**src/hdl/eeprom_wp_pkg.sv**
```systemverilog
// Constants for the serial memory status and write control block.
// Assumes a single 100 MHz clock; all serial pins arrive asynchronously.
//
// Behaviour
// [RULE1] Busy flag reads 1 for the whole internal write cycle, host cannot write it.
// [RULE2] Set-latch command sets the write latch, clear-latch command clears it.
// [RULE3] Two protect-select bits pick none, top quarter, top half or whole array.
// [RULE4] Addresses inside the selected protected range are never programmed.
// [RULE5] Pin low with arm bit set blocks status writes; unprotected array stays writable.
// [RULE6] Latch clear refuses all writes; latch set allows unprotected and status writes.
// [RULE7] Page-select bit steers access to the identification page, clears after use.
// [RULE8] Page-lock bit, once set, makes the identification page read-only forever; here sys_rst clears it.
// [RULE9] Setting page-select and page-lock together leaves both unchanged.
// [RULE10] After reset the write latch is clear.
// [RULE11] Writes need the latch set and a target outside the protected area.
// [RULE12] The latch is set only when the set-latch session ends with select rising.
// [RULE13] Byte write is opcode, 24-bit address, data; only 17 address bits count.
// [RULE14] Programming starts only at the select rise closing a valid write session.
// [RULE15] While busy, every command except read-status is ignored.
// [RULE16] Page write takes up to 256 bytes, low address bits wrap inside the page.
// [RULE17] End of an internal write cycle clears the write latch.
// [RULE18] Identification writes use A7-A0 as start; A16-A15 must be unprotected.
// [RULE19] Whole array protected means identification page writes are ignored.
// [RULE20] First byte after select falls is decoded; only six opcodes are accepted.
// [RULE21] Status write changes bits 2, 3, 4, 6 and 7 only.
// [RULE22] Pin going low during an armed status write session abandons that write.
// [RULE23] Inputs sampled on serial clock rise, outputs shifted on its fall.
// [RULE24] Status writes that change non-volatile bits run a busy cycle, commit at end.
// [RULE25] Internal write cycle length is a parameter counted in clock cycles.

package eeprom_wp_pkg;

    // Clock and self-timed write cycle
    localparam int unsigned CLK_HZ    = 100_000_000;
    localparam int unsigned T_WC_MS   = 5;
    localparam int unsigned WC_CYCLES = CLK_HZ / 1000 * T_WC_MS;

    // Instruction codes
    localparam logic [7:0] OP_SET_LATCH = 8'h06;
    localparam logic [7:0] OP_CLR_LATCH = 8'h04;
    localparam logic [7:0] OP_RD_STATUS = 8'h05;
    localparam logic [7:0] OP_WR_STATUS = 8'h01;
    localparam logic [7:0] OP_READ      = 8'h03;
    localparam logic [7:0] OP_WRITE     = 8'h02;
    localparam logic [7:0] OP_NONE      = 8'h00;

    // Status register bit positions
    localparam int BIT_BUSY  = 0;
    localparam int BIT_LATCH = 1;
    localparam int BIT_BP_LO = 2;
    localparam int BIT_BP_HI = 3;
    localparam int BIT_LOCK  = 4;
    localparam int BIT_IDSEL = 6;
    localparam int BIT_ARM   = 7;
    localparam logic [7:0] STATUS_RESET = 8'h00;

    // Protect-select encodings
    localparam logic [1:0] BP_NONE    = 2'b00;
    localparam logic [1:0] BP_QUARTER = 2'b01;
    localparam logic [1:0] BP_HALF    = 2'b10;
    localparam logic [1:0] BP_FULL    = 2'b11;

    // Serial framing and address widths
    localparam int          ADDR_W        = 17;
    localparam int          OFS_W         = 8;
    localparam logic [4:0]  LAST_BYTE_BIT = 5'd7;
    localparam logic [4:0]  LAST_ADDR_BIT = 5'd23;
    localparam logic [2:0]  LAST_OUT_BIT  = 3'd7;

    // Load stream word: {id page, address, data}
    localparam int LOAD_W     = 1 + ADDR_W + 8;
    localparam int LOAD_DEPTH = 8;

endpackage

```
**src/hdl/load_fifo.sv**
```systemverilog
// Synchronous FIFO carrying page-load words to the array.
// Assumes one clock; depth is a power of two.
`timescale 1ns/1ps
`default_nettype none

module load_fifo #(
    parameter int W     = 26,
    parameter int DEPTH = 8
) (
    // Clock and reset
    input  wire logic         clk,
    input  wire logic         sys_rst,
    // Filling side
    input  wire logic         in_valid,
    output logic              in_ready,
    input  wire logic [W-1:0] in_data,
    // Draining side
    output logic              out_valid,
    input  wire logic         out_ready,
    output logic [W-1:0]      out_data
);
    localparam int AW = (DEPTH > 1) ? $clog2(DEPTH) : 1;

    logic [W-1:0]  mem_q [DEPTH];
    logic [AW-1:0] wp_q;
    logic [AW-1:0] rp_q;
    logic [AW:0]   cnt_q;

    // Handshake terms
    wire push = in_valid & in_ready;
    wire pop  = out_valid & out_ready;
    assign in_ready  = (cnt_q != (AW+1)'(DEPTH));
    assign out_valid = (cnt_q != '0);
    assign out_data  = mem_q[rp_q];

    // Storage needs no reset; only pointers and fill count carry state
    always_ff @(posedge clk) begin
        if (push) begin
            mem_q[wp_q] <= in_data;
        end
    end

    // Pointers and fill count
    always_ff @(posedge clk) begin
        if (sys_rst) begin
            wp_q  <= '0;
            rp_q  <= '0;
            cnt_q <= '0;
        end else begin
            if (push) begin
                wp_q <= wp_q + 1'b1;
            end
            if (pop) begin
                rp_q <= rp_q + 1'b1;
            end
            cnt_q <= cnt_q + (AW+1)'(push) - (AW+1)'(pop);
        end
    end

endmodule // load_fifo

`default_nettype wire

```
**src/hdl/spi_eeprom_write_protect_control.sv**
```systemverilog
// Serial memory front end: command decode, status register, protection
// and the page-load path toward the array.
// Assumes the array answers rd_data combinationally from rd_addr/rd_id,
// buffers loaded words and programs them on prog_commit.
`timescale 1ns/1ps
`default_nettype none

module spi_eeprom_write_protect_control
    import eeprom_wp_pkg::*;
#(
    parameter int unsigned WRITE_CYCLES = WC_CYCLES,
    parameter int          FIFO_DEPTH   = LOAD_DEPTH
) (
    // Clock and reset
    input  wire logic              clk,
    input  wire logic              sys_rst,
    // Serial pins
    input  wire logic              cs_n,
    input  wire logic              sck,
    input  wire logic              si,
    input  wire logic              wp_n,
    output logic                   so,
    output logic                   so_oe,
    // Array read port
    output logic [ADDR_W-1:0]      rd_addr,
    output logic                   rd_id,
    input  wire logic [7:0]        rd_data,
    // Page-load stream
    output logic                   ld_valid,
    input  wire logic              ld_ready,
    output logic [ADDR_W-1:0]      ld_addr,
    output logic                   ld_id,
    output logic [7:0]             ld_data,
    // Programming control
    output logic                   prog_commit,
    output logic                   prog_abort,
    output logic [7:0]             status
);

    typedef enum logic [6:0] {
        S_IDLE  = 7'b0000001,
        S_OPC   = 7'b0000010,
        S_ADDR  = 7'b0000100,
        S_WDATA = 7'b0001000,
        S_SDATA = 7'b0010000,
        S_OUT   = 7'b0100000,
        S_DEAD  = 7'b1000000
    } sess_t;

    // True when a region address falls in the protected range
    function automatic logic prot_hit(input logic [1:0] bp,
                                      input logic [1:0] a16_15);
        // [RULE3] range encoding
        case (bp)
            BP_QUARTER: prot_hit = (a16_15 == 2'b11);
            BP_HALF:    prot_hit = a16_15[1];
            BP_FULL:    prot_hit = 1'b1;
            default:    prot_hit = 1'b0;
        endcase
    endfunction

    // Synchronisers; stage 0 feeds only stage 1
    logic [2:0] sck_r;
    logic [2:0] cs_r;
    logic [1:0] si_r;
    logic [1:0] wp_r;

    always_ff @(posedge clk) begin
        if (sys_rst) begin
            sck_r <= 3'h0;
            cs_r  <= 3'h7;
            si_r  <= 2'h0;
            wp_r  <= 2'h3;
        end else begin
            sck_r <= {sck_r[1:0], sck};
            cs_r  <= {cs_r[1:0], cs_n};
            si_r  <= {si_r[0], si};
            wp_r  <= {wp_r[0], wp_n};
        end
    end

    // [RULE23] sample on rise, shift on fall
    wire sck_rise = sck_r[1] & ~sck_r[2];
    wire sck_fall = ~sck_r[1] & sck_r[2];
    wire cs_lo    = ~cs_r[1];
    wire cs_fall  = ~cs_r[1] & cs_r[2];
    wire cs_rise  = cs_r[1] & ~cs_r[2];
    wire si_b     = si_r[1];
    wire wp_lo    = ~wp_r[1];

    // Session and status state
    sess_t             state_q;
    logic [7:0]        sh_q;
    logic [4:0]        bit_q;
    logic [7:0]        op_q;
    logic [ADDR_W-1:0] addr_q;
    logic [OFS_W-1:0]  ofs_q;
    logic              nb_q;
    logic              ovr_q;
    logic              wp_seen_q;
    logic [7:0]        sdata_q;
    logic              sok_q;
    logic              busy_q;
    logic              pend_q;
    logic              kind_st_q;
    logic [31:0]       cnt_q;
    logic [3:0]        nv_pend_q;
    logic              latch_q;
    logic [1:0]        bp_q;
    logic              lock_q;
    logic              idsel_q;
    logic              arm_q;
    logic [7:0]        out_sh_q;
    logic [2:0]        fcnt_q;
    logic              so_q;
    logic              ld_rd_q;
    logic [ADDR_W-1:0] rd_addr_q;
    logic              push_q;
    logic [LOAD_W-1:0] push_w_q;
    logic              commit_q;
    logic              abort_q;
    logic              fifo_in_ready;
    logic              fifo_out_valid;
    logic [LOAD_W-1:0] fifo_out_data;

    // Decode of the incoming byte and busy view
    wire [7:0] byte_in   = {sh_q[6:0], si_b};
    wire       busy_any  = busy_q | pend_q;
    wire       last_byte = sck_rise & (bit_q == LAST_BYTE_BIT);
    wire       last_addr = sck_rise & (bit_q == LAST_ADDR_BIT);

    // [RULE1] busy shown while pending or programming
    assign status = {arm_q, idsel_q, 1'b0, lock_q, bp_q, latch_q, busy_any};

    // [RULE5] pin protection only when armed
    wire hw_prot = arm_q & (wp_seen_q | wp_lo);

    // [RULE18] id page region check on A16:A15
    wire reg_hit = prot_hit(bp_q, addr_q[ADDR_W-1 -: 2]);
    // [RULE8] [RULE19] locked or fully protected id page
    wire id_block = idsel_q & (lock_q | (bp_q == BP_FULL));
    // [RULE11] latch and range both required
    wire wr_ok = latch_q & ~reg_hit & ~id_block;

    // [RULE9] both set together keeps both
    wire both_set = sdata_q[BIT_IDSEL] & sdata_q[BIT_LOCK];
    wire idsel_n  = both_set ? idsel_q : sdata_q[BIT_IDSEL];
    wire lock_n   = lock_q | (~both_set & sdata_q[BIT_LOCK]);
    // [RULE21] only bits 7, 4, 3, 2 are non-volatile targets
    wire [3:0] nv_new = {sdata_q[BIT_ARM], lock_n,
                         sdata_q[BIT_BP_HI], sdata_q[BIT_BP_LO]};
    wire [3:0] nv_cur = {arm_q, lock_q, bp_q};
    // [RULE6] [RULE22] status write gate at session end
    wire st_ok = sok_q & latch_q & ~hw_prot;

    // Write session is closed on a byte boundary with data loaded
    wire wr_done = (state_q == S_WDATA) & (bit_q == 5'd0) & nb_q;

    // Session state machine
    always_ff @(posedge clk) begin
        if (sys_rst) begin
            state_q <= S_IDLE;
            bit_q   <= 5'd0;
            op_q    <= OP_NONE;
        end else if (~cs_lo) begin
            state_q <= S_IDLE;
            bit_q   <= 5'd0;
        end else if (cs_fall) begin
            state_q <= S_OPC;
            bit_q   <= 5'd0;
            op_q    <= OP_NONE;
        end else if (sck_rise) begin
            bit_q <= bit_q + 5'd1;
            case (state_q)
                S_OPC: begin
                    if (last_byte) begin
                        bit_q <= 5'd0;
                        // [RULE15] busy admits read-status only
                        if (busy_any && byte_in != OP_RD_STATUS) begin
                            state_q <= S_DEAD;
                        end else begin
                            op_q <= byte_in;
                            // [RULE20] six opcodes accepted
                            case (byte_in)
                                OP_RD_STATUS: state_q <= S_OUT;
                                OP_READ:      state_q <= S_ADDR;
                                OP_WRITE:     state_q <= S_ADDR;
                                OP_WR_STATUS: state_q <= S_SDATA;
                                OP_SET_LATCH: state_q <= S_DEAD;
                                OP_CLR_LATCH: state_q <= S_DEAD;
                                default: begin
                                    state_q <= S_DEAD;
                                    op_q    <= OP_NONE;
                                end
                            endcase
                        end
                    end
                end
                S_ADDR: begin
                    if (last_addr) begin
                        bit_q   <= 5'd0;
                        state_q <= (op_q == OP_READ) ? S_OUT : S_WDATA;
                    end
                end
                S_WDATA: begin
                    if (last_byte) begin
                        bit_q <= 5'd0;
                    end
                end
                S_SDATA: begin
                    if (last_byte) begin
                        state_q <= S_DEAD;
                    end
                end
                default: begin
                    bit_q <= 5'd0;
                end
            endcase
        end
    end

    // Input shift, address capture and session flags
    always_ff @(posedge clk) begin
        if (sys_rst) begin
            sh_q      <= 8'h00;
            addr_q    <= '0;
            ofs_q     <= '0;
            nb_q      <= 1'b0;
            ovr_q     <= 1'b0;
            wp_seen_q <= 1'b0;
            sdata_q   <= 8'h00;
            sok_q     <= 1'b0;
        end else if (cs_fall) begin
            nb_q      <= 1'b0;
            ovr_q     <= 1'b0;
            sok_q     <= 1'b0;
            wp_seen_q <= wp_lo;
        end else begin
            if (cs_lo && wp_lo) begin
                wp_seen_q <= 1'b1;
            end
            if (cs_lo && sck_rise) begin
                sh_q <= byte_in;
                // [RULE13] keep the low 17 of 24 address bits
                if (state_q == S_ADDR) begin
                    addr_q <= {addr_q[ADDR_W-2:0], si_b};
                end
                if (state_q == S_ADDR && last_addr) begin
                    ofs_q <= {addr_q[OFS_W-2:0], si_b};
                end
                // [RULE16] offset wraps inside the page
                if (state_q == S_WDATA && last_byte) begin
                    ofs_q <= ofs_q + 8'h01;
                    nb_q  <= nb_q | wr_ok;
                end
                if (state_q == S_SDATA && last_byte) begin
                    sdata_q <= byte_in;
                    sok_q   <= 1'b1;
                end
            end
            // Full buffer at push time spoils the whole page
            if (push_q && !fifo_in_ready) begin
                ovr_q <= 1'b1;
            end
        end
    end

    // Load word build; refused data never enters the path
    always_ff @(posedge clk) begin
        if (sys_rst) begin
            push_q   <= 1'b0;
            push_w_q <= '0;
        end else begin
            // [RULE4] protected bytes never pushed
            push_q   <= cs_lo & (state_q == S_WDATA) & last_byte & wr_ok;
            push_w_q <= {idsel_q, addr_q[ADDR_W-1:OFS_W], ofs_q, byte_in};
        end
    end

    // Status bits and internal write cycle
    always_ff @(posedge clk) begin
        if (sys_rst) begin
            // [RULE10] write disabled after reset
            latch_q   <= STATUS_RESET[BIT_LATCH];
            bp_q      <= STATUS_RESET[BIT_BP_HI:BIT_BP_LO];
            lock_q    <= STATUS_RESET[BIT_LOCK];
            idsel_q   <= STATUS_RESET[BIT_IDSEL];
            arm_q     <= STATUS_RESET[BIT_ARM];
            busy_q    <= STATUS_RESET[BIT_BUSY];
            pend_q    <= 1'b0;
            kind_st_q <= 1'b0;
            nv_pend_q <= 4'h0;
            cnt_q     <= 32'h0;
            commit_q  <= 1'b0;
            abort_q   <= 1'b0;
        end else begin
            commit_q <= 1'b0;
            abort_q  <= 1'b0;
            if (cs_rise) begin
                case (op_q)
                    // [RULE2] [RULE12] latch acts at select rise
                    OP_SET_LATCH: latch_q <= 1'b1;
                    OP_CLR_LATCH: latch_q <= 1'b0;
                    OP_READ: begin
                        // [RULE7] select clears after a read
                        if (state_q == S_OUT) begin
                            idsel_q <= 1'b0;
                        end
                    end
                    OP_WRITE: begin
                        // [RULE14] valid closing edge starts programming
                        if (wr_done && !ovr_q) begin
                            pend_q    <= 1'b1;
                            kind_st_q <= 1'b0;
                        end else if (nb_q) begin
                            abort_q <= 1'b1;
                        end
                    end
                    OP_WR_STATUS: begin
                        if (st_ok) begin
                            idsel_q <= idsel_n;
                            // [RULE24] non-volatile change needs a cycle
                            if (nv_new != nv_cur) begin
                                pend_q    <= 1'b1;
                                kind_st_q <= 1'b1;
                                nv_pend_q <= nv_new;
                            end else begin
                                latch_q <= 1'b0;
                            end
                        end
                    end
                    default: ;
                endcase
            end
            // Programming waits for the load path to drain
            if (pend_q && !busy_q && !fifo_out_valid) begin
                pend_q   <= 1'b0;
                busy_q   <= 1'b1;
                // [RULE25] parameterised cycle length
                cnt_q    <= 32'(WRITE_CYCLES - 1);
                commit_q <= ~kind_st_q;
            end
            if (busy_q) begin
                cnt_q <= cnt_q - 32'h1;
                if (cnt_q == 32'h0) begin
                    busy_q  <= 1'b0;
                    // [RULE17] cycle end disables writes
                    latch_q <= 1'b0;
                    if (kind_st_q) begin
                        {arm_q, lock_q, bp_q} <= nv_pend_q;
                    end else begin
                        // [RULE7] select clears after a write
                        idsel_q <= 1'b0;
                    end
                end
            end
        end
    end

    // Output shifter; first bit leaves on the fall after the command
    always_ff @(posedge clk) begin
        if (sys_rst) begin
            out_sh_q  <= 8'h00;
            fcnt_q    <= 3'd0;
            so_q      <= 1'b0;
            ld_rd_q   <= 1'b0;
            rd_addr_q <= '0;
        end else begin
            ld_rd_q <= 1'b0;
            if (ld_rd_q) begin
                out_sh_q <= rd_data;
            end
            if (cs_lo && sck_rise && state_q == S_OPC && last_byte) begin
                out_sh_q <= status;
                fcnt_q   <= 3'd0;
            end
            if (cs_lo && state_q == S_ADDR && last_addr) begin
                rd_addr_q <= {addr_q[ADDR_W-2:0], si_b};
                ld_rd_q   <= 1'b1;
                fcnt_q    <= 3'd0;
            end
            if (cs_lo && sck_fall && state_q == S_OUT) begin
                so_q     <= out_sh_q[7];
                out_sh_q <= {out_sh_q[6:0], 1'b0};
                fcnt_q   <= fcnt_q + 3'd1;
                if (fcnt_q == LAST_OUT_BIT) begin
                    if (op_q == OP_RD_STATUS) begin
                        // Status repeats, refreshed every byte
                        out_sh_q <= status;
                    end else begin
                        ld_rd_q <= 1'b1;
                        if (idsel_q) begin
                            rd_addr_q[OFS_W-1:0] <= rd_addr_q[OFS_W-1:0] + 8'h01;
                        end else begin
                            rd_addr_q <= rd_addr_q + 17'h00001;
                        end
                    end
                end
            end
        end
    end

    // Pin and port drive
    assign so          = so_q;
    assign so_oe       = cs_lo & (state_q == S_OUT);
    assign rd_addr     = rd_addr_q;
    assign rd_id       = idsel_q;
    assign prog_commit = commit_q;
    assign prog_abort  = abort_q;

    // Load path buffer toward the array
    load_fifo #(
        .W     (LOAD_W),
        .DEPTH (FIFO_DEPTH)
    ) u_load_fifo (
        .clk       (clk),
        .sys_rst   (sys_rst),
        .in_valid  (push_q),
        .in_ready  (fifo_in_ready),
        .in_data   (push_w_q),
        .out_valid (fifo_out_valid),
        .out_ready (ld_ready),
        .out_data  (fifo_out_data)
    );

    assign ld_valid = fifo_out_valid;
    assign {ld_id, ld_addr, ld_data} = fifo_out_data;

endmodule // spi_eeprom_write_protect_control

`default_nettype wire

```
**config.mk**
```make
export PLATFORM = sky130hd
export DESIGN_NAME = spi_eeprom_write_protect_control
export DESIGN_NICKNAME = d
export VERILOG_FILES = /design/src/hdl/eeprom_wp_pkg.sv /design/src/hdl/load_fifo.sv /design/src/hdl/spi_eeprom_write_protect_control.sv
export SDC_FILE = /design/constraint.sdc
export NUM_CORES = 1
export LEC_CHECK = 0
export BUFFER_PORTS_ARGS = -buffer_cell sky130_fd_sc_hd__buf_4
export CAP_MARGIN = 20
export CORE_MARGIN = 1.5
export CORE_UTILIZATION = 60
export DETAILED_ROUTE_END_ITERATION = 16
export GPL_ROUTABILITY_DRIVEN = 0
export HOLD_SLACK_MARGIN = 0.06
export PLACE_DENSITY = 0.74
export REMOVE_ABC_BUFFERS = 1
export SYNTH_ARGS = -nofsm -noshare
export SYNTH_HDL_FRONTEND = slang
export SYNTH_HIERARCHICAL = 1
export SYNTH_SLANG_ARGS = --single-unit
```
**constraint.sdc**
```tcl
create_clock -name clk -period 10.3 [get_ports clk]
set_clock_uncertainty 0.15 [all_clocks]
set_input_delay 2.06 -clock clk [delete_from_list [all_inputs] [get_ports clk]]
set_output_delay 2.06 -clock clk [all_outputs]
set_load 0.02 [all_outputs]
```
# Yosys cells after proc, flatten, opt, wreduce, memory -nomap -nowiden
# Memory sizes are Yosys's and may differ from the RTL's. A register that Yosys moved wholly into a read port is not among the register bits.
# Cells that the tools add are included.
# totals
ff_bits	188
latch_bits	0
mem_bits_rw	208
rom_bits	0
input_bits	15
word_cells	253
memories	1
# op_classes
n_addsub	10
multipliers	0
div_mod_pow	0
n_lt_le_gt_ge	0
eq_ne	37
shifts	0
n_mux	71
bitwise	41
n_reduce_logical	55
# memory_table
memory	words	word_bits	rd	rd_ports_with_merged_regs	write_ports	line_no	source
u_load_fifo.mem_q	8	26	1	1	1	load_fifo.sv:24	logic [W-1:0] mem_q [DEPTH];
# op_table
op	count
two-way mux 8 bit	14
two-way mux 17 bit	4
two-way mux 32 bit	2
== test 8 x 3 -> 1 bit, second input constant	6
case mux 7 bit (3 select lines)	2
== test 8 x 2 -> 1 bit, second input constant	4
zero test 32 bit	1
subtractor 32 x 1 -> 32 bit, second input constant	1
two-way mux 1 bit	28
two-way mux 7 bit	4
bitwise AND 1 bit	22
AND reduction 5 bit	4
adder 17 x 1 -> 17 bit, second input constant	1
adder 8 x 1 -> 8 bit, second input constant	2
== test 8 x 1 -> 1 bit, second input constant	2
logical AND 1 bit	16
two-way mux 3 bit	5
case mux 5 bit (3 select lines)	1
!= test 2 bit, second input constant	7
inverter 1 bit	14
nonzero test 2 bit	7
AND reduction 3 bit	4
OR reduction 2 bit	6
two-way mux 5 bit	2
other kinds (33)	55

# Longest topological paths before layout
# Gate-level depths: netlist (run 1).
# depth
word_depth	11
mapped_depth	10
mapped_depth_nobuf	9

# Modules after synthesis
# Netlist (run 1), hierarchy kept.
# by_module_without_submodules
mod	n_inst	cells_per_inst	area_each_um2	seq_area_each_um2
load_fifo	1	381	8700.8	6506.2
spi_eeprom_write_protect_control	1	912	7805.0	3503.4

# Worst setup path after synthesis (run 1)
# OpenSTA, ideal clock, no wires.
# synth_path
path_kind	reg-to-reg
start	register u_load_fifo.cnt_q[2]
end	memory u_load_fifo.mem_q[0][0], enable pin
setup_time_ps	475
t_arrival_ps	3432
path_slack_ps	6243
path_stages_with_launch	7
path_buffers	1
synth_period_minus_slack_ps	4057
cell_sequence	dfxtp_1 > inv_1 > ha_1 > or3b_1 > buf_2 > nand2_1 > nor4_1
# synth_between
elab_chain_len	4
# synth_lines
element	line_no	source
start, declared	load_fifo.sv:27	logic [AW:0] cnt_q;
start signal, assigned	load_fifo.sv:56	cnt_q <= cnt_q + (AW+1)'(push) - (AW+1)'(pop);
!= test 4 bit	load_fifo.sv:32	assign in_ready = (cnt_q != (AW+1)'(DEPTH));
named net fifo_in_ready	spi_eeprom_write_protect_control.sv:122	logic fifo_in_ready;
bitwise AND 1 bit	load_fifo.sv:30	wire push = in_valid & in_ready;
two-way mux 1 bit	load_fifo.sv:38	if (push) begin
two-way mux 1 bit (implied by the code)	load_fifo.sv:39	mem_q[wp_q] <= in_data;
end, declared	load_fifo.sv:24	
# The timed path passes the listed nets, and every way through them passes these cells.

==> reports/qor.csv, run 1 <==
stage,metric,value,unit
outcome,status,completed,
pwr,NetSw,778,uW
worst_setup_path,"Max FO, Critical Path",52,
finish,most frequent cells in the layout,"edfxtp_1 (208), dfxtp_1 (185), nand2_1 (103)",
yosys,Synth Area in Compound Gates,8.09,%
worst_setup_path,crit path launch type,register,
worst_setup_path,r2r setup slk,7050,ps
yosys,number of synthesized flops with an enable pin,208,
hold_path,Hold Startpoint,cs_r[0]$_SDFF_PP1_,
place,Final HPWL DP,20200,um
finish,final core utilization,68.7,%
worst_setup_path,"CP delay by family, top",multiplexers,
routing,drt first pass iters,5,
routing,WL final,33200,um
yosys,xor/xnor share of the synthesized area,0.584,%
grt,initial antenna violation count,0,
routing,WL/cell,19.3,um
finish,FILL cells,1866,
clock_tree,worst skew pair latency,530,ps
sta,max-slew violation count,0,
routing,Vias,10500,
grt,largest net degree at the start of global routing,81,
finish,area growth from synthesis to layout,12.2,%
pwr,maximum vdd drop,0.128,mV
yosys,main area contributors after synthesis,"edfxtp_1 (38%), dfxtp_1 (23%), mux4_1 (7.3%)",
routing,via/cell ratio,6.13,
clock_tree,CTS root buf,clkbuf_16,
worst_setup_path,CP Class,reg2out,
pwr,Clk pwr share,41.4,%
sta,# setup viols final,0,
clock_tree,Inserted Clock Buffers,40,
worst_setup_path,"critical path, cell by cell",buf_4 > mux4_1 > mux2_2 > buf_4,
pwr,Pwr Density,185,nW/um^2
clock_tree,Worst-path clk slew,60,ps
sta,measured slew at the worst slew-check pin,967,ps
worst_setup_path,Critical Path End,ld_addr[5],
yosys,multiplexer share of the synthesized area,11.1,%
yosys,Synth async-reset ratio,0,%
floorplanning,die area,28500,um^2
sta,Slew headroom,35.2,%
worst_setup_path,Setup crit end kind,primary output,
yosys,Yosys reg bits,396,
yosys,Main synth FF type,edfxtp_1,
floorplanning,FP Rows,60,
sta,RSZ-0062 raised after global routing,no,
clock_tree,Post-CTS Resized,0,
finish,number of diodes,0,
yosys,largest family of logic cells by synthesized area,simple AND/OR/NAND/NOR gates,
clock_tree,CTS hold repair buffers,0,
pwr,Reg power frac,49.1,%
yosys,adder-cell area share of the yosys netlist,1.26,%
run,max cap viols,0,
worst_setup_path,slowest CP cell,mux4_1,
finish,Final nets,1373,
pwr,Comb power frac,9.5,%
worst_setup_path,Max stage delay on crit path,680,ps
clock_tree,H-tree depth,2,
clock_tree,CTS tree,done,
yosys,Syn Area/Cell,12.8,um^2
worst_setup_path,Bufs and invs on worst path,2,
pwr,Net Sw Frac,22.7,%
yosys,Mapped Cells,1293,
clock_tree,CTS max path bufs,3,
routing,# DRC,0,
clock_tree,CTS sink count,396,
yosys,YS warnings,6,
yosys,library cells used by synthesis,79,
sta,Fmax,203,MHz
floorplanning,# IOs,72,
grt,total global-route track usage,23.5,%
yosys,Mapped Area,16500,um^2
sta,Final Hold Fails,0,
grt,global-route wire length before repair,53300,um
place,IO buf count,70,
floorplanning,core area,27000,um^2
yosys,"Seq/Total Area, Yosys",60.6,%
sta,min cycle time layout,4920,ps
finish,"commonest non-fill, non-tap cell in the layout",edfxtp_1,
pwr,leak pwr,0.00611,uW
grt,vias in the first global route,10100,
floorplanning,initial core utilization,61.2,%
grt,global route overflow,0,
worst_setup_path,R2R depth,5,
worst_setup_path,CP Data Required Time,8090,ps
pwr,Int Power,2660,uW
worst_setup_path,most frequent CP cell,buf_4,
yosys,Synth Area in Simple Gates,15.3,%
yosys,"area leader, netlist",edfxtp_1,
worst_setup_path,WP depth,4,
routing,number of DRC markers in iteration 0,1022,
routing,Routed Antenna Nets,0,
clock_tree,"Setup Fix Bufs, Post-CTS",0,
sta,Tcrit/Tclk final,47.8,%
floorplanning,die height,169,um
finish,layout cells sized above 1,15.9,%
floorplanning,die width,169,um
worst_setup_path,reg2reg end,rd_addr[15]$_SDFF_PP0_,
yosys,Yosys top cell area share,37.8,%
worst_setup_path,Worst EP arrival,2710,ps
worst_setup_path,r2r startpoint,state_q[2]$_SDFFE_PP0P_,
hold_path,Hold Path Class,reg2reg,
sta,setup tns final,0,ps
synthesized netlist by cell type (8+ instances only):
| library cell | n |
|---|---|
| clkbuf_1 | 57 |
| nor2_1 | 60 |
| o311ai_0 | 9 |
| mux2_2 | 31 |
| and3_1 | 8 |
| nand4_1 | 12 |
| dfxtp_1 | 188 |
| or4_1 | 16 |
| inv_1 | 31 |
| and2_1 | 16 |
| a211oi_1 | 9 |
| mux4_1 | 46 |
| o21a_1 | 10 |
| nand3_1 | 37 |
| or2_2 | 8 |
| o21ai_0 | 27 |
| ha_1 | 15 |
| or3_1 | 27 |
| a21oi_1 | 80 |
| a221oi_1 | 8 |
| edfxtp_1 | 208 |
| nor4_1 | 14 |
| nand2b_1 | 25 |
| a22oi_1 | 10 |
| nand2_1 | 103 |
| xnor2_1 | 10 |
| buf_4 | 8 |
| mux2i_1 | 13 |
| a31oi_1 | 15 |
| nor2b_1 | 40 |
| nor3_1 | 43 |
| o211ai_1 | 10 |
worst min-delay path by stage:
stage / end / slack (ps) / depth (start not counted)
floorplan: cs_r[1]$_SDFF_PP1_ / 240 / 1
global placement: wp_r[1]$_SDFF_PP1_ / 240 / 1
detailed placement: cs_r[1]$_SDFF_PP1_ / 250 / 1
CTS: cs_r[1]$_SDFF_PP1_ / 260 / 1
global route: cs_r[1]$_SDFF_PP1_ / 280 / 1
finish: cs_r[1]$_SDFF_PP1_ / 260 / 1
area by class of cell:
cell class,count,area (um^2),area share (%)
clock buffers,61,1150,6.21
clock inverters,13,156,0.844
well taps,341,427,2.30
inverters,31,116,0.628
flip-flops and latches,396,10000,54.0
multi-input cells,790,6040,32.6
repair buffers,83,623,3.36
state kept, by name, summed over array words and instances, names as in the netlist, 2 cells and up, named ones only:
name	flops
bit_q	5
rd_addr	17
u_load_fifo/mem_q	208
cs_r	3
nv_pend_q	4
addr_q	17
sdata_q	5
fcnt_q	3
bp_q	2
u_load_fifo/cnt_q	4
cnt_q	32
sck_r	3
out_sh_q	8
ofs_q	8
op_q	8
push_w_q	26
sh_q	7
si_r	2
wp_r	2
state_q	7
u_load_fifo/wp_q	3
u_load_fifo/rp_q	3
cell families after synthesis:
group                    count (synthesis)
XOR/XNOR                                11
flip-flops                             396
AND/OR/NAND/NOR                        455
AO/OA/AOI/OAI                          210
other                                    1
adder cells (fa/ha/maj)                 16
buffers and inverters                  107
multiplexers                            97
worst register-to-register path: stages (launching register included):
cell	delay (ps)
dfxtp_1	380
nor4b_1	690
and4b_1	600
nand3_1	560
or4_1	640
a31oi_1	160
power by group through the flow:
stage / sequential [uW] / clock (uW) / combinational [uW]
final: 1690 / 1420 / 325
after global routing: 1690 / 1510 / 353
after CTS: 1690 / 1450 / 330
after detailed placement: 1720 / 0 / 328
after global placement: 1720 / 0 / 319
after floorplan: 1730 / 0 / 211
through the flow:
stage               setup slack [ps]  cells  power, uW  area (um^2)  hold WS, ps
floorplan                       5370   1217       1940        16100          239
global placement                6040   1641       2040        17200          243
detailed placement              5950   1641       2050        17200          246
CTS                             5340   1715       3470        18500          261
global route                    5260   1715       3550        18500          280
finish                          5380   1715       3440        18500          259
layer usage:
layer / up-vias / global-route usage, % / part of all wire (%)
met3: 42 / 3.30 / 4.6
met2: 274 / 38.4 / 48
met4: 0 / 5.82 / 1.7
met5: - / 0 / 0
li1: 5024 / - / -
met1: 5181 / 33.6 / 46
No activity file was read; power rests on OpenSTA's default activity.
==> inputs of run 2 (changes only) <==
--- a/config.mk
+++ b/config.mk
@@ -8,11 +8,11 @@
 export BUFFER_PORTS_ARGS = -buffer_cell sky130_fd_sc_hd__buf_4
 export CAP_MARGIN = 20
 export CORE_MARGIN = 1.5
-export CORE_UTILIZATION = 60
+export CORE_UTILIZATION = 55
 export DETAILED_ROUTE_END_ITERATION = 16
 export GPL_ROUTABILITY_DRIVEN = 0
 export HOLD_SLACK_MARGIN = 0.06
-export PLACE_DENSITY = 0.74
+export PLACE_DENSITY = 0.71
 export REMOVE_ABC_BUFFERS = 1
 export SYNTH_ARGS = -nofsm -noshare
 export SYNTH_HDL_FRONTEND = slang
==> constraint.sdc (replaced) <==
create_clock -name clk -period 4.2 [get_ports clk]
set_clock_uncertainty 0.15 [all_clocks]
set_input_delay 0.84 -clock clk [delete_from_list [all_inputs] [get_ports clk]]
set_output_delay 0.84 -clock clk [all_outputs]
set_load 0.02 [all_outputs]
==> reports/qor.csv, run 2 (synthesized netlist as in run 1, its figures left out) <==
stage,metric,value,unit,change
outcome,status,completed,,unchanged
routing,via/cell ratio,5.98,,was 6.13
sta,setup tns final,0,ps,unchanged
clock_tree,worst skew pair latency,530,ps,about the same
sta,max-slew violation count,0,,unchanged
hold_path,Hold Path Class,reg2reg,,unchanged
finish,Final nets,1376,,was 1373
floorplanning,die width,176,um,was 169 um
clock_tree,Inserted Clock Buffers,40,,unchanged
clock_tree,"Setup Fix Bufs, Post-CTS",0,,unchanged
grt,global-route wire length before repair,54400,um,was 53300 um
routing,WL final,34200,um,was 33200 um
floorplanning,core area,29600,um^2,was 27000 um^2
sta,Final Hold Fails,0,,unchanged
grt,vias in the first global route,10200,,was 10.1k
worst_setup_path,slowest CP cell,buf_4,,was mux4_1
pwr,Comb power frac,10.3,%,was 9.5%
clock_tree,H-tree depth,2,,unchanged
worst_setup_path,CP Data Required Time,3210,ps,was 8090 ps
clock_tree,CTS hold repair buffers,0,,unchanged
finish,area growth from synthesis to layout,13.0,%,was 12.2%
pwr,Pwr Density,457,nW/um^2,was 185 nW/um^2
worst_setup_path,"Max FO, Critical Path",44,,was 52
clock_tree,CTS root buf,clkbuf_16,,unchanged
routing,drt first pass iters,6,,was 5
finish,layout cells sized above 1,16.2,%,was 15.9%
worst_setup_path,Bufs and invs on worst path,2,,unchanged
finish,"commonest non-fill, non-tap cell in the layout",edfxtp_1,,unchanged
finish,Top Registers,"u_load_fifo/mem_q (208), cnt_q (32), push_w_q (26)",,unchanged
sta,Fmax,295,MHz,
floorplanning,# IOs,72,,unchanged
pwr,total power,8520,uW,was 3440 uW
sta,Tcrit/Tclk final,80.6,%,
pwr,Int Power,6610,uW,was 2660 uW
floorplanning,die height,176,um,was 169 um
worst_setup_path,Worst EP arrival,2400,ps,was 2710 ps
grt,largest net degree at the start of global routing,67,,was 81
place,Final HPWL DP,20100,um,was 20200 um
finish,Biggest register,u_load_fifo/mem_q,,unchanged
routing,Vias,10600,,was 10.5k
clock_tree,Post-CTS Resized,0,,unchanged
pwr,leak pwr,0.00616,uW,was 0.00611 uW
hold_path,Hold Startpoint,wp_r[0]$_SDFF_PP1_,,was cs_r[0]$_SDFF_PP1_
worst_setup_path,Max stage delay on crit path,500,ps,was 680 ps
sta,# setup viols final,0,,unchanged
grt,total global-route track usage,22.2,%,was 23.5%
worst_setup_path,r2r startpoint,state_q[5]$_SDFFE_PP0P_,,was state_q[2]$_SDFFE_PP0P_
routing,Routed Antenna Nets,0,,unchanged
worst_setup_path,r2r setup slk,1250,ps,was 7050 ps
worst_setup_path,most frequent CP cell,buf_4,,unchanged
floorplanning,initial core utilization,55.8,%,was 61.2%
worst_setup_path,crit path launch type,register,,unchanged
clock_tree,CTS max path bufs,3,,unchanged
grt,initial antenna violation count,0,,unchanged
pwr,Reg power frac,48.0,%,was 49.1%
clock_tree,Worst-path clk slew,60,ps,about the same
clock_tree,CTS tree,done,,unchanged
sta,Slew headroom,36.5,%,was 35.2%
worst_setup_path,"CP delay by family, top",multiplexers,,unchanged
sta,measured slew at the worst slew-check pin,947,ps,was 967 ps
clock_tree,CTS sink count,396,,unchanged
routing,WL/cell,19.4,um,was 19.3 um
routing,number of DRC markers in iteration 0,906,,was 1022
grt,global route overflow,0,,unchanged
finish,number of flip-flops in the largest register,208,,unchanged
finish,number of diodes,0,,unchanged
sta,RSZ-0062 raised after global routing,no,,unchanged
place,IO buf count,70,,unchanged
worst_setup_path,Setup crit end kind,primary output,,unchanged
routing,# DRC,0,,unchanged
run,max cap viols,0,,unchanged
floorplanning,FP Rows,63,,was 60
pwr,Clk pwr share,41.7,%,was 41.4%
worst_setup_path,"critical path, cell by cell",buf_4 > mux4_1 > mux2_2 > buf_4,,unchanged
finish,most frequent cells in the layout,"edfxtp_1 (208), dfxtp_1 (186), nand2_1 (103)",,"was edfxtp_1 (208), dfxtp_1 (185), nand2_1 (103)"
pwr,maximum vdd drop,0.289,mV,was 0.128 mV
pwr,Net Sw Frac,22.4,%,was 22.7%
pwr,NetSw,1910,uW,was 778 uW
floorplanning,die area,31100,um^2,was 28500 um^2
worst_setup_path,CP Class,reg2out,,unchanged
sta,min cycle time layout,3390,ps,
[run 2: changes by cell type in the layout (fill, tap and decap cells not counted), sizes merged]
cell	change
clkinvlp	-2
clkinv	+7
inv	-4
bufinv	+1
clkbuf	-5
buf	+3
[run 2: layout make-up]
class | instances | area, um^2
fillers | 2209 | 10900
flip-flops and latches | 396 | 10000
multi-input cells | 790 | 6040
clock buffers | 56 | 1160
repair buffers | 86 | 658
well taps | 390 | 488
clock inverters | 15 | 181
inverters | 31 | 116
[run 2: final timing paths]
check                      endpoint  cells past startpoint
min              wp_r[1]$_SDFF_PP1_                      1
max                      ld_addr[5]                      4
max reg2reg  rd_addr[15]$_SDFF_PP0_                      6
min reg2reg      wp_r[1]$_SDFF_PP1_                      1
[run 2: per-layer routing]
| metal | routed length (um) | vias to the layer above | track usage [%] |
|---|---|---|---|
| li1 | - | 5031 | - |
| met1 | 15700 | 5224 | 30.7 |
| met2 | 16600 | 258 | 37.3 |
| met3 | 1450 | 42 | 3.12 |
| met4 | 473 | 0 | 4.99 |
| met5 | 0 | - | 0 |
[run 2: per-stage QoR]
stage	cell area (um^2)	setup WS (ps)	std cells	hold WS (ps)	util [%]
4_1_cts	18700	772	1764	258	63.1
3_3_place_gp	17300	1400	1693	244	58.6
2_1_floorplan	16100	184	1217	239	-
5_1_grt	18700	715	1764	282	63.1
3_5_place_dp	17300	1270	1693	244	58.6
6_report	18700	814	1764	257	63.1
[run 2: power by group through the flow]
stage,Combinational (uW),Clock [uW],Sequential (uW)
after floorplan,518,0,4240
after global placement,857,0,4180
after detailed placement,878,0,4180
after CTS,891,3620,4090
after global routing,941,3780,4100
final,875,3550,4090
